**src/rtl/bmf_pkg.sv**
```systemverilog
// constants, types and register map of the buck mode and fault controller
// assumes a 250 MHz pclk and digitised comparator levels from the analog front end
package bmf_pkg;
    // clock and time base
    localparam int unsigned CLK_MHZ = 250;
    localparam int unsigned US_FLOOR_NS = 40000;
    localparam int unsigned OVP_FILT_NS = 5000;
    localparam int unsigned US_FLOOR_CYC = (US_FLOOR_NS * CLK_MHZ + 999) / 1000;
    localparam int unsigned OVP_FILT_CYC = (OVP_FILT_NS * CLK_MHZ + 999) / 1000;
    // switching-cycle counts
    localparam int unsigned SKIP_ENTRY_CNT = 8;
    localparam int unsigned UV_TRIP_CNT = 8;
    // register offsets
    localparam logic [7:0] CTRL_OFS = 8'h00;
    localparam logic [7:0] STATUS_OFS = 8'h04;
    // control fields and reset value
    localparam int unsigned CTRL_US_BIT = 0;
    localparam int unsigned CTRL_PS_BIT = 1;
    localparam logic [1:0] CTRL_RST = 2'h2;
    // status field positions
    localparam int unsigned ST_OVP_BIT = 0;
    localparam int unsigned ST_UV_BIT = 1;
    localparam int unsigned ST_SS_BIT = 2;
    localparam int unsigned ST_PG_BIT = 3;
    localparam int unsigned ST_CL_BIT = 4;
    localparam int unsigned ST_SMART_BIT = 5;
    localparam int unsigned ST_SKIP_BIT = 6;
    localparam int unsigned ST_PHASE_LSB = 8;
    // switching phases
    typedef enum logic [2:0] {PH_OFF, PH_SKIP, PH_ON, PH_LOW, PH_OVP} bmf_phase_t;
    // whole controller state
    typedef struct packed {
        bmf_phase_t phase;
        logic hs;
        logic hs_fast;
        logic ls;
        logic tri_st;
        logic os_start;
        logic ss_act;
        logic ss_chg;
        logic pg_oe;
        logic pg_out;
        logic light_load_skip_mode_mode;
        logic smart;
        logic us_pull;
        logic zc_seen;
        logic curlim;
        logic [3:0] skip_cnt;
        logic [3:0] uv_cnt;
        logic [10:0] ovp_cnt;
        logic [15:0] us_cnt;
        logic ovp_lat;
        logic uv_lat;
        logic en_prev;
        logic [1:0] ctrl;
        logic [31:0] prdata;
        logic pready;
        logic pslverr;
    } bmf_state_t;
endpackage : bmf_pkg

```
**src/rtl/bmf_ctrl.sv**
```systemverilog
// mode sequencing and fault latches of the synchronous buck controller
// assumes comparator levels synchronous to pclk and an APB master on the register port
//
// Local design decisions: the register offsets and register access over APB.
`timescale 1ns/1ps
module bmf_ctrl #(
    parameter int unsigned US_FLOOR_CYC = bmf_pkg::US_FLOOR_CYC
) (
    // clock and reset
    input wire logic pclk,
    input wire logic presetn,
    // apb slave
    input wire logic psel,
    input wire logic penable,
    input wire logic pwrite,
    input wire logic [7:0] paddr,
    input wire logic [31:0] pwdata,
    output logic [31:0] prdata,
    output logic pready,
    output logic pslverr,
    // supply and enable levels
    input wire logic supply_lockout_ok,
    input wire logic enable_powersave_input_on,
    input wire logic enable_powersave_input_high,
    // feedback comparator levels
    input wire logic feedback_sense_below_ref,
    input wire logic feedback_sense_below_ss,
    input wire logic feedback_sense_above_smart,
    input wire logic feedback_sense_above_ovp,
    input wire logic feedback_sense_below_uv,
    input wire logic feedback_sense_below_pg,
    input wire logic feedback_sense_above_pg_rec,
    input wire logic soft_start_ramp_full,
    // power stage sense
    input wire logic on_time_done,
    input wire logic zero_cross,
    input wire logic switch_node_sense,
    input wire logic valley_limit_sense,
    // gate drive
    output logic high_side_gate_drive,
    output logic high_side_fast_drive,
    output logic low_side_gate_drive,
    output logic gate_tristate,
    output logic on_time_start,
    // soft-start and power good
    output logic soft_start_charge,
    output logic power_good_output_out,
    output logic power_good_output_oe
);
    // state register and its next value
    bmf_pkg::bmf_state_t s_q;
    bmf_pkg::bmf_state_t s_d;

    // decoded enable and mode terms
    logic en_on;
    logic light_load_skip_mode_en;
    logic us_mode;
    logic run;
    logic trigger;
    logic cycle_start;
    logic pg_bad;
    logic wr_acc;
    logic [1:0] addr_hit; // one-hot register select of the current address

    // address decode shared by read and write paths
    function automatic logic [1:0] dec_addr(input logic [7:0] a);
        dec_addr = {a == bmf_pkg::STATUS_OFS, a == bmf_pkg::CTRL_OFS};
    endfunction : dec_addr

    // status word assembly
    function automatic logic [31:0] status_word(input bmf_pkg::bmf_state_t s);
        logic [31:0] w;
        w = 32'h0000_0000;
        w[bmf_pkg::ST_OVP_BIT] = s.ovp_lat;
        w[bmf_pkg::ST_UV_BIT] = s.uv_lat;
        w[bmf_pkg::ST_SS_BIT] = s.ss_act;
        w[bmf_pkg::ST_PG_BIT] = ~s.pg_oe;
        w[bmf_pkg::ST_CL_BIT] = s.curlim;
        w[bmf_pkg::ST_SMART_BIT] = s.smart;
        w[bmf_pkg::ST_SKIP_BIT] = s.light_load_skip_mode_mode;
        w[bmf_pkg::ST_PHASE_LSB +: 3] = s.phase;
        status_word = w;
    endfunction : status_word

    // next-state logic
    always_comb begin
        s_d = s_q;
        s_d.os_start = 1'b0;
        s_d.pready = 1'b0;
        s_d.pslverr = 1'b0;
        // enable low is off, floating is forced continuous, high allows skip
        en_on = enable_powersave_input_on;
        light_load_skip_mode_en = enable_powersave_input_on & enable_powersave_input_high & s_q.ctrl[bmf_pkg::CTRL_PS_BIT];
        us_mode = light_load_skip_mode_en & s_q.ctrl[bmf_pkg::CTRL_US_BIT];
        s_d.en_prev = en_on;

        // enable falling edge or supply loss clears the latches
        if ((s_q.en_prev & ~en_on) | ~supply_lockout_ok) begin
            s_d.ovp_lat = 1'b0;
            s_d.uv_lat = 1'b0;
            s_d.uv_cnt = 4'h0;
        end

        // overvoltage filter, armed from enable onward
        if (en_on & supply_lockout_ok & feedback_sense_above_ovp & ~s_q.ovp_lat) begin
            if (s_q.ovp_cnt == 11'(bmf_pkg::OVP_FILT_CYC - 1)) begin
                s_d.ovp_lat = 1'b1;
                s_d.ovp_cnt = 11'h000;
            end else begin
                s_d.ovp_cnt = s_q.ovp_cnt + 11'h001;
            end
        end else begin
            s_d.ovp_cnt = 11'h000;
        end

        // running only with supply, enable and no latched fault
        run = supply_lockout_ok & en_on & ~s_d.ovp_lat & ~s_d.uv_lat;

        // soft-start rearmed while stopped, done once the ramp is full
        if (!run) begin
            s_d.ss_act = 1'b1;
        end else if (soft_start_ramp_full) begin
            s_d.ss_act = 1'b0;
        end
        s_d.ss_chg = run;

        // on-time trigger: ramp fraction in soft-start, fixed reference after
        trigger = s_q.ss_act ? feedback_sense_below_ss : feedback_sense_below_ref;

        // valley limit only looked at while the low side conducts
        s_d.curlim = s_q.ls & valley_limit_sense;

        // new on-time only from low or skip phase, never under limit
        cycle_start = run & trigger & ~s_d.curlim & ((s_q.phase == bmf_pkg::PH_LOW) | (s_q.phase == bmf_pkg::PH_SKIP));

        // gap timer since the last high-side pulse
        if (cycle_start) begin
            s_d.us_cnt = 16'h0000;
        end else if (s_q.us_cnt != 16'hFFFF) begin
            s_d.us_cnt = s_q.us_cnt + 16'h0001;
        end

        // phase sequencing
        case (s_q.phase)
            // stopped: wait for the enables, both switches off
            bmf_pkg::PH_OFF: begin
                if (run) begin
                    s_d.phase = bmf_pkg::PH_SKIP;
                end
            end
            // high side on until the one-shot ends
            bmf_pkg::PH_ON: begin
                if (switch_node_sense) begin
                    s_d.hs_fast = 1'b1;
                end
                if (on_time_done) begin
                    s_d.phase = bmf_pkg::PH_LOW;
                    s_d.hs_fast = 1'b0;
                end
            end
            // low side on, watch for zero current
            bmf_pkg::PH_LOW: begin
                if (zero_cross) begin
                    s_d.zc_seen = 1'b1;
                    if (!s_q.us_pull && !s_q.smart && !s_d.curlim &&
                        (s_q.ss_act || s_q.light_load_skip_mode_mode || us_mode)) begin
                        s_d.phase = bmf_pkg::PH_SKIP;
                    end
                end
            end
            // both off until the trigger, or the gap floor runs out
            bmf_pkg::PH_SKIP: begin
                if (us_mode && !s_q.ss_act && (s_q.us_cnt >= 16'(US_FLOOR_CYC))) begin
                    s_d.phase = bmf_pkg::PH_LOW;
                    s_d.us_pull = 1'b1;
                end
            end
            // overvoltage hold: low side latched on
            bmf_pkg::PH_OVP: begin
                s_d.phase = bmf_pkg::PH_OVP;
            end
            default: begin
                s_d.phase = bmf_pkg::PH_OFF;
            end
        endcase

        // smart skip: feedback ten percent high pulls the output down
        if (run && light_load_skip_mode_en && feedback_sense_above_smart && (s_q.phase != bmf_pkg::PH_ON)) begin
            s_d.smart = 1'b1;
            s_d.light_load_skip_mode_mode = 1'b0;
            s_d.skip_cnt = 4'h0;
            s_d.phase = bmf_pkg::PH_LOW;
        end

        // start of a switching cycle
        if (cycle_start) begin
            s_d.phase = bmf_pkg::PH_ON;
            s_d.hs_fast = 1'b0;
            s_d.os_start = 1'b1;
            s_d.smart = 1'b0;
            s_d.us_pull = 1'b0;
            s_d.zc_seen = 1'b0;
            // zero-crossing cycles counted toward skip mode
            if (light_load_skip_mode_en && !us_mode && s_q.zc_seen && !s_q.ss_act) begin
                if (s_q.skip_cnt == 4'(bmf_pkg::SKIP_ENTRY_CNT - 1)) begin
                    s_d.light_load_skip_mode_mode = 1'b1;
                end else if (!s_q.light_load_skip_mode_mode) begin
                    s_d.skip_cnt = s_q.skip_cnt + 4'h1;
                end
            end else begin
                // a cycle without a crossing returns to forced continuous
                s_d.skip_cnt = 4'h0;
                s_d.light_load_skip_mode_mode = 1'b0;
            end
            // undervoltage counted over consecutive cycles
            if (feedback_sense_below_uv) begin
                if (s_q.uv_cnt == 4'(bmf_pkg::UV_TRIP_CNT - 1)) begin
                    s_d.uv_lat = 1'b1;
                    s_d.uv_cnt = 4'h0;
                end else begin
                    s_d.uv_cnt = s_q.uv_cnt + 4'h1;
                end
            end else begin
                s_d.uv_cnt = 4'h0;
            end
        end

        // faults and lockout override the sequence
        if (s_d.ovp_lat) begin
            s_d.phase = bmf_pkg::PH_OVP;
        end else if (!(supply_lockout_ok && en_on && !s_d.uv_lat)) begin
            s_d.phase = bmf_pkg::PH_OFF;
        end else if (s_q.phase == bmf_pkg::PH_OVP) begin
            s_d.phase = bmf_pkg::PH_OFF;
        end
        if (s_d.phase == bmf_pkg::PH_OFF || s_d.phase == bmf_pkg::PH_OVP) begin
            s_d.light_load_skip_mode_mode = 1'b0;
            s_d.skip_cnt = 4'h0;
            s_d.smart = 1'b0;
            s_d.us_pull = 1'b0;
            s_d.zc_seen = 1'b0;
            s_d.hs_fast = 1'b0;
            s_d.os_start = 1'b0;
        end

        // gate drives follow the phase
        s_d.hs = (s_d.phase == bmf_pkg::PH_ON);
        s_d.ls = (s_d.phase == bmf_pkg::PH_LOW) || (s_d.phase == bmf_pkg::PH_OVP);
        s_d.tri_st = (s_d.phase == bmf_pkg::PH_OFF);

        // power good with hysteresis and fault gating
        pg_bad = !run || s_d.ss_act || feedback_sense_above_ovp || feedback_sense_below_pg;
        if (pg_bad) begin
            s_d.pg_oe = 1'b1;
        end else if (feedback_sense_above_pg_rec) begin
            s_d.pg_oe = 1'b0;
        end
        s_d.pg_out = 1'b0;

        // apb: answer in the first access cycle, data captured at setup
        wr_acc = psel & penable & s_q.pready & pwrite;
        addr_hit = dec_addr(paddr);
        if (psel && !penable) begin
            s_d.pready = 1'b1;
            s_d.pslverr = ~|addr_hit;
            if (addr_hit[0]) begin
                s_d.prdata = {30'h0000_0000, s_q.ctrl};
            end else if (addr_hit[1]) begin
                s_d.prdata = status_word(s_q);
            end else begin
                s_d.prdata = 32'h0000_0000;
            end
        end
        if (wr_acc && addr_hit[0]) begin
            s_d.ctrl = pwdata[1:0];
        end
    end

    // state register
    always_ff @(posedge pclk or negedge presetn) begin
        if (!presetn) begin
            s_q <= '0;
            s_q.ctrl <= bmf_pkg::CTRL_RST;
            s_q.ss_act <= 1'b1;
            s_q.pg_oe <= 1'b1;
            s_q.tri_st <= 1'b1;
        end else begin
            s_q <= s_d;
        end
    end

    // outputs straight from the state register
    assign prdata = s_q.prdata;
    assign pready = s_q.pready;
    assign pslverr = s_q.pslverr;
    assign high_side_gate_drive = s_q.hs;
    assign high_side_fast_drive = s_q.hs_fast;
    assign low_side_gate_drive = s_q.ls;
    assign gate_tristate = s_q.tri_st;
    assign on_time_start = s_q.os_start;
    assign soft_start_charge = s_q.ss_chg;
    assign power_good_output_out = s_q.pg_out;
    assign power_good_output_oe = s_q.pg_oe;
endmodule : bmf_ctrl

```
**config.mk**
```make
export PLATFORM = sky130hd
export DESIGN_NAME = bmf_ctrl
export DESIGN_NICKNAME = d
export VERILOG_FILES = /design/src/rtl/bmf_pkg.sv /design/src/rtl/bmf_ctrl.sv
export SDC_FILE = /design/constraint.sdc
export NUM_CORES = 1
export LEC_CHECK = 0
export BUFFER_PORTS_ARGS = -buffer_cell sky130_fd_sc_hd__buf_2
export CORE_AREA = 2 2 87 89
export CTS_CLUSTER_SIZE = 10
export DETAILED_ROUTE_END_ITERATION = 6
export DIE_AREA = 0 0 89 91
export PLACE_DENSITY = 0.89
export SLEW_MARGIN = 20
export SYNTH_ARGS = -nofsm -noshare
export SYNTH_HDL_FRONTEND = slang
export SYNTH_SLANG_ARGS = --single-unit
```
**constraint.sdc**
```tcl
create_clock -name pclk -period 2.1 [get_ports pclk]
set_clock_uncertainty 0.05 [all_clocks]
set_input_delay 0 -clock pclk [delete_from_list [all_inputs] [get_ports pclk]]
set_output_delay 0 -clock pclk [all_outputs]
set_load 0.01 [all_outputs]
```
## After elaboration in Yosys (flattened, before gate mapping)

Index checks and enable logic that the tools add are counted.

- Output and inout port bits: 42
- Register bits after elaboration: 69
- Input bits: 60
- Logic and storage cells: 170

- $lt $le $gt $ge: 1
- Bitwise operators: 25
- Mux-type cells: 54
- Equality and inequality tests: 13
- Add/sub/neg operators: 4
- Reduce and logical (&&, ||, !) cells: 48

Operators with widths:

| operator | count |
|---|---|
| 11-bit 2-to-1 mux | 4 |
| 4-bit 2-to-1 mux | 10 |
| 16-bit 2-to-1 mux | 2 |
| 3-bit 2-to-1 mux | 10 |
| 1-bit 2-to-1 mux | 23 |
| 3-bit nonzero test | 6 |
| 16-bit by 1-bit adder with 16-bit output (second input constant) | 1 |
| 1-bit AND | 16 |
| 16-bit by 14-bit greater-or-equal comparator with 1-bit output (second input constant) | 1 |
| 16-bit inequality test (second input constant) | 1 |
| 1-bit logical AND | 15 |
| 3-bit by 2-bit equality test with 1-bit output (second input constant) | 4 |
| 3-bit case mux with 4 select lines | 1 |
| 11-bit by 1-bit adder with 11-bit output (second input constant) | 1 |
| 11-bit equality test (second input constant) | 1 |
| 1-bit zero test | 9 |
| 4-bit by 1-bit adder with 4-bit output (second input constant) | 2 |
| 4-bit by 3-bit equality test with 1-bit output (second input constant) | 2 |
| 8-bit by 3-bit equality test with 1-bit output (second input constant) | 1 |
| 8-bit zero test | 1 |
| 8-bit 2-to-1 mux | 1 |
| 1-bit logical OR | 7 |
| 1-bit inverter | 7 |
| 3-bit equality test (second input constant) | 2 |
| other kinds (9) | 17 |

## Depth between registers and ports, before layout

Gate-level depths: netlist (run 1).

- Depth after elaboration: 21
- Gate-level depth with buffers: 9
- Gate-level depth less buffers: 9

## Least setup slack after synthesis (run 1)

No wires, ideal clock.

- Kind: reg-to-reg
- Start: register s_q[56] in the netlist's numbering
- End: register s_q[73] in the netlist's numbering
- Data required time: 1.919 ns
- Data arrival time: 1.689 ns
- Setup time: 0.131 ns
- Period minus slack after synthesis: 1.870 ns
- Path buffers: 1
- Cell stages (with the launch flop): 9
- Setup slack: 0.230 ns
- Path through: dfrtp_1 -> inv_1 -> ha_1 -> nor4b_4 -> and4_2 -> nor2_2 -> buf_4 -> a221oi_2 -> a21oi_2

RTL lines:

| what | RTL line | source |
|---|---|---|
| from (decl) | bmf_ctrl.sv:51 | `bmf_pkg::bmf_state_t s_q;` |

==> flow_summary.toml, run 1 <==
[global_route]
grt_usage = 0.2009
antenna_found_initial = 0
grt_max_degree = 32
grt_pass1_vias = 2840
grt_pass1_wl_um = 12740
gr-total-overflow = 0

[final_layout]
fin_area_mm2 = 0.004318
final_cell_mix = "dfrtp_1, buf_2, nor2_1, conb_1, nand3_1"
finish.utilization = 0.6050
syn2layout_area_growth_pct = 18.51
layout_commonest_cell = "dfrtp_1"
num_antenna_cells = 0
fillers = 577
nNetsFinal = 504
seq_area_mm2 = 0.001707
drive_gt1_frac = 0.2172
multiInputGateArea_mm2 = 0.001688

[setup_path]
cp.buffers_inverters = 1
max_stage_delay_ps = 550
r2r_cells = 6
rr_startpoint = "s_q[45]$_DFFE_PN0P_"
cp-end-kind = "flop"
crit_required_ps = 2270
critical_path.top_delay_family = "compound AO/OA/AOI/OAI gates"
start_kind = "flop"
criticalPathCategory = "reg2reg"
cp_slowest_cell = "or4_1"
r2r_setup_slack_ps = 70
worstPathCellList = "or4_1 -> a21oi_1 -> o22ai_1 -> o21ai_1 -> buf_4 -> o211ai_1"
critPathArrivalTime_ps = 2200
critPathMaxFanout = 4
regToRegEndpoint = "s_q[70]$_DFF_PN0_"

[pwr]
combinationalPowerShare = 0.146
power.density_mw_per_mm2 = 709.5
switching_power_w = 0.0008413
power.share.clock = 0.336
peakVddDrop_mv = 0.4339
p_int_w = 0.002222
swShare = 0.2746
pwr-share-seq = 0.518
finalPower_w = 0.003064
total_leakage_power_nw = 1.988

[synthesis]
syn-cell-area_mm2 = 0.003643
ys_seq_elements = 68
synthCells = 364
yosysUniqueCellTypes = 62
synth_edf_count = 0
synth_top_flop_cell = "dfrtp_1"
asyncSetResetFlopFracSynth = 1.000
syn_avg_cell_area_um2 = 10.01
synth_warnings = 0
seq_area_frac_synth = 0.4684

[detailed_routing]
vias = 2942
post-route-drc-count = 0
wl_um = 7968
drtIter0Drc = 209
wl_per_cell_um = 14.73
drt_pass1_iterations = 5
routed_via_density = 5.438
antenna_left = 0

[clock_network]
cts_htree_levels = 3
clk_latency_ps = 350
clock_sinks = 68
cts_made_buffers = 9
clockRootBuffer = "clkbuf_8"
cts_tree = "built"
cts_buffer_depth = 2
path_clk_slew_ps = 60

[timing]
hold_violations = 0
worstMarginPinSlew_ps = 703.3
max_slew_margin = 0.5311
period_share = 0.9656
hold_ws_ps = 62.64
drv_slew = 0
setup_viol = 0
tns_ps = 0
fmax_mhz = 493.2
period_minus_slack_ps = 2028

[worst_hold_path]
hold_class = "in2reg"
hold_start = "paddr[2]"
holdPathEnd = "prdata[0]$_DFFE_PN0P_"
hold_path_depth = 4

[placement]
gp_congestion = 0.9284
dpl.hpwl_um = 5645
portBuffers = 48
dpl_cell_area_mm2 = 0.003941

[die]
io_pins = 102
die_width_um = 89
row_count = 31
die-height_um = 91
initial_utilization = 0.5105
core_area_mm2 = 0.007137
dieArea_mm2 = 0.008099

[outcome]
status = "complete, no violations"

[run]
drv_cap = 0
==> sequential cells by signal, indices dropped and copies added, names as in the netlist <==
register	flops
soft_start_charge	1
prdata	10
on_time_start	1
power_good_output_oe	1
high_side_fast_drive	1
low_side_gate_drive	1
gate_tristate	1
high_side_gate_drive	1
pslverr	1
pready	1
s_q	49
==> area by class of cell <==
class	instances	area share
inverter	18	0.01565
multi-input combinational	261	0.3909
tap	99	0.02869
sequential	68	0.3952
timing repair buffer	80	0.1269
clock buffer	13	0.03448
clock inverter	2	0.008114
==> routing by layer <==
| layer | part of all wire | global-route usage |
|---|---|---|
| met5 | 0 | 0 |
| met4 | 0.015 | 0.06219 |
| met3 | 0.056 | 0.05455 |
| met2 | 0.50 | 0.3377 |
| met1 | 0.43 | 0.2485 |
==> per-stage QoR <==
step | setup WS (ps) | std cells
floorplan | 230.5 | 386
CTS | 63.58 | 540
global placement | 125.8 | 508
global route | -23.33 | 541
detailed placement | 93.68 | 508
finish | 72.34 | 541
==> cell usage after synthesis (all sizes together), types with 2 or more instances <==
cell type / n / area, µm²
o22ai: 3 / 18.77
a221oi: 2 / 23.77
xor2: 6 / 52.55
nor4bb: 2 / 20.02
and4: 2 / 18.77
and3: 6 / 37.54
ha: 6 / 75.07
and4b: 2 / 20.02
nor3: 15 / 85.08
buf: 36 / 267.8
a311oi: 2 / 17.52
a22o: 6 / 52.55
nor4b: 2 / 47.55
nand2: 21 / 78.83
nand2b: 5 / 31.28
a31oi: 2 / 12.51
nand4: 7 / 43.79
a21oi: 12 / 63.81
xnor2: 16 / 140.1
mux2i: 5 / 50.05
nor2: 35 / 133.9
a32o: 2 / 20.02
o211ai: 2 / 15.01
nor4: 7 / 58.81
and2: 4 / 25.03
a21boi: 2 / 15.02
inv: 18 / 67.56
clkbuf: 3 / 11.26
mux2: 2 / 22.52
dfstp: 4 / 105.1
o21ai: 10 / 50.05
nor3b: 4 / 30.03
nor2b: 4 / 25.02
or4: 5 / 41.29
o21bai: 2 / 15.01
a211o: 3 / 26.28
nand3: 21 / 105.1
nand4b: 2 / 17.52
a211oi: 3 / 27.52
dfrtp: 64 / 1602
==> worst reg2reg max path, stage by stage, from the launching register on <==
cell	delay, ps
dfrtp_1	420
or4_1	550
a21oi_1	270
o22ai_1	160
o21ai_1	210
buf_4	170
o211ai_1	90
==> power by group through the flow <==
stage                     Clock, W  Sequential [W]  Combinational [W]
final                      0.00103         0.00159           0.000447
after global routing       0.00111         0.00161           0.000500
after CTS                  0.00105         0.00158           0.000446
after detailed placement         0         0.00161           0.000420
after global placement           0         0.00160           0.000402
after floorplan                  0         0.00158           0.000319
==> how the worst max path moves through the flow <==
stage | startpoint | endpoint | cells past startpoint
global route | s_q[56]$_DFF_PN0_ | high_side_gate_drive$_DFF_PN0_ | 9
floorplan | s_q[56]$_DFF_PN0_ | s_q[73]$_DFF_PN0_ | 8
finish | s_q[45]$_DFFE_PN0P_ | s_q[70]$_DFF_PN0_ | 6
global placement | s_q[45]$_DFFE_PN0P_ | s_q[70]$_DFF_PN0_ | 6
CTS | s_q[56]$_DFF_PN0_ | high_side_fast_drive$_DFFE_PN0P_ | 8
detailed placement | s_q[37]$_DFF_PN0_ | s_q[69]$_DFFE_PN0P_ | 6
==> logic make-up after synthesis <==
kind of cell    after synthesis  synth area share
compound gates               55            0.1078
xor+xnor                     22           0.05288
mux                           7           0.01992
other cells                   1          0.001029
simple gates                148            0.2342
flops                        68            0.4684
buf+inv                      57           0.09512
fa+ha+maj                     6           0.02060
==> what timing repair did <==
action,in CTS,in global routing
hold buffers,17,0
buffers inserted,0,1
endpoints found under the setup margin,0,12
endpoints found under the hold margin,40,0
resized for setup,0,4
Note: power is estimated with default switching activity, not from simulation.
==> run 2: changes to the inputs <==
- RECOVER_POWER: unset -> 100
==> run 2 against run 1 <==
Die area is the same. Critical path type unchanged. First-iteration DRC count shrank 5.7%. Via count is 0.27% higher. Utilization is 0.35 points lower. Setup slack gained 3.1 ps. Register-to-register slack barely moved. Combinational power about the same. The flow now finishes with violations (max-capacitance violations, max-slew violations). Largest cell class unchanged. Final area down 0.58%. Power about the same. Non-clock buffer count stayed put. Critical path depth is the same.
==> flow_summary.toml, run 2 (same netlist as run 1, synthesis figures left out) <==
[timing]
worstMarginPinSlew_ps = 1680
max_slew_margin = -0.1199
hold_violations = 0
period_minus_slack_ps = 2025
tns_ps = 0
hold_ws_ps = 64.80
setup_viol = 0
fmax_mhz = 493.9
period_share = 0.9641
drv_slew = 31

[detailed_routing]
antenna_left = 0
wl_um = 7979
wl_per_cell_um = 14.75
post-route-drc-count = 0
routed_via_density = 5.453
drtIter0Drc = 197
drt_pass1_iterations = 4
vias = 2950

[worst_hold_path]
hold_start = "paddr[2]"
hold_class = "in2reg"
holdPathEnd = "prdata[0]$_DFFE_PN0P_"
hold_path_depth = 4

[clock_network]
path_clk_slew_ps = 70
cts_buffer_depth = 2
cts_htree_levels = 3
cts_tree = "built"
cts_made_buffers = 9
clk_latency_ps = 350
clock_sinks = 68
clockRootBuffer = "clkbuf_8"

[final_layout]
top_register = "s_q"
drive_gt1_frac = 0.1697
num_antenna_cells = 0
final_cell_mix = "dfrtp_1, nor2_1, buf_2, conb_1, clkbuf_1"
fin_area_mm2 = 0.004293
largest_reg_flops = 49
nNetsFinal = 504
layout_commonest_cell = "dfrtp_1"
syn2layout_area_growth_pct = 17.82
fillers = 591

[placement]
portBuffers = 48
dpl.hpwl_um = 5645
gp_congestion = 0.9284
dpl_cell_area_mm2 = 0.003941

[die]
initial_utilization = 0.5105
die_width_um = 89
row_count = 31
core_area_mm2 = 0.007137
io_pins = 102
dieArea_mm2 = 0.008099
die-height_um = 91

[setup_path]
criticalPathCategory = "reg2reg"
critPathArrivalTime_ps = 2200
regToRegEndpoint = "s_q[70]$_DFF_PN0_"
start_kind = "flop"
cp.buffers_inverters = 1
max_stage_delay_ps = 550
critical_path.top_delay_family = "compound AO/OA/AOI/OAI gates"
cp-startpoint = "s_q[45]$_DFFE_PN0P_"
cp-end-kind = "flop"
worstPathCellList = "or4_1 -> a21oi_1 -> o22ai_1 -> o21ai_1 -> buf_4 -> o211ai_1"
r2r_cells = 6
rr_startpoint = "s_q[45]$_DFFE_PN0P_"
crit_required_ps = 2280
critPathMaxFanout = 4
cp_slowest_cell = "or4_1"
r2r_setup_slack_ps = 80

[pwr]
finalPower_w = 0.003064
peakVddDrop_mv = 0.4347
power.density_mw_per_mm2 = 713.7
total_leakage_power_nw = 1.904

[global_route]
gr-total-overflow = 0
grt_pass1_wl_um = 12740
antenna_found_initial = 0
grt_usage = 0.2009
grt_max_degree = 32
grt_pass1_vias = 2840

[outcome]
status = "complete, but fails checks"
violations = "max-capacitance violations, max-slew violations"

[run]
drv_cap = 1
-- run 2: cell count changes in the layout (fill, tap and decap cells not counted), sizes merged --
cell	previous run	this run
buf	63	43
clkbuf	13	33
-- run 2: per-layer routing --
metal / wire [µm] / GRT usage / vias up / share of wire
met5: 0 / 0 / - / 0
met4: 146 / 0.06219 / 0 / 0.018
met3: 490 / 0.05455 / 18 / 0.061
met2: 4015 / 0.3377 / 121 / 0.50
met1: 3327 / 0.2485 / 1428 / 0.42
li1: - / - / 1383 / -
-- run 2: stage by stage --
stage                 util  std cells  worst slack, ps
floorplan                -        386            230.5
global placement    0.5522        508            125.8
detailed placement  0.5522        508            93.68
CTS                 0.6019        540            63.58
global route        0.6015        541           -23.60
finish              0.6015        541            75.42
-- run 2: timing repair --
item	4_1_cts	5_1_grt
hold buffers	17	0
hold endpoints to repair	40	0
endpoints found under the setup margin	0	12
gates resized for setup	0	4
setup buffers	0	1
-- run 2: worst max-delay path by stage --
| stage | slack (ps) | endpoint | depth (start not counted) |
|---|---|---|---|
| finish | 80 | s_q[70]$_DFF_PN0_ | 6 |
| detailed placement | 90 | s_q[69]$_DFFE_PN0P_ | 6 |
| floorplan | 230 | s_q[73]$_DFF_PN0_ | 8 |
| global route | -20 | high_side_gate_drive$_DFF_PN0_ | 9 |
| CTS | 60 | high_side_fast_drive$_DFFE_PN0P_ | 8 |
| global placement | 130 | s_q[70]$_DFF_PN0_ | 6 |
-- run 2: final cells by class --
cell class / instances / area, µm² / area share
clock buffer: 13 / 148.9 / 0.03468
sequential: 68 / 1707 / 0.3976
clock inverter: 2 / 35.03 / 0.008161
tap: 99 / 123.9 / 0.02885
multi-input combinational: 261 / 1688 / 0.3932
inverter: 18 / 67.56 / 0.01574
timing repair buffer: 80 / 523.0 / 0.1218
-- run 2: power breakdown --
group / leakage [nW] / switching, W / total (W) / internal, W
logic: 0.907 / 0.000237 / 0.000445 / 0.000208
clock network: 0.0935 / 0.000458 / 0.00103 / 0.000574
registers: 0.904 / 0.000148 / 0.00159 / 0.00144
-- run 2: worst register-to-register path, cell delays in order (launching register included) --
cell and delay, ps:
dfrtp_1 410, or4_1 550, a21oi_1 270, o22ai_1 160
o21ai_1 200, buf_4 170, o211ai_1 90
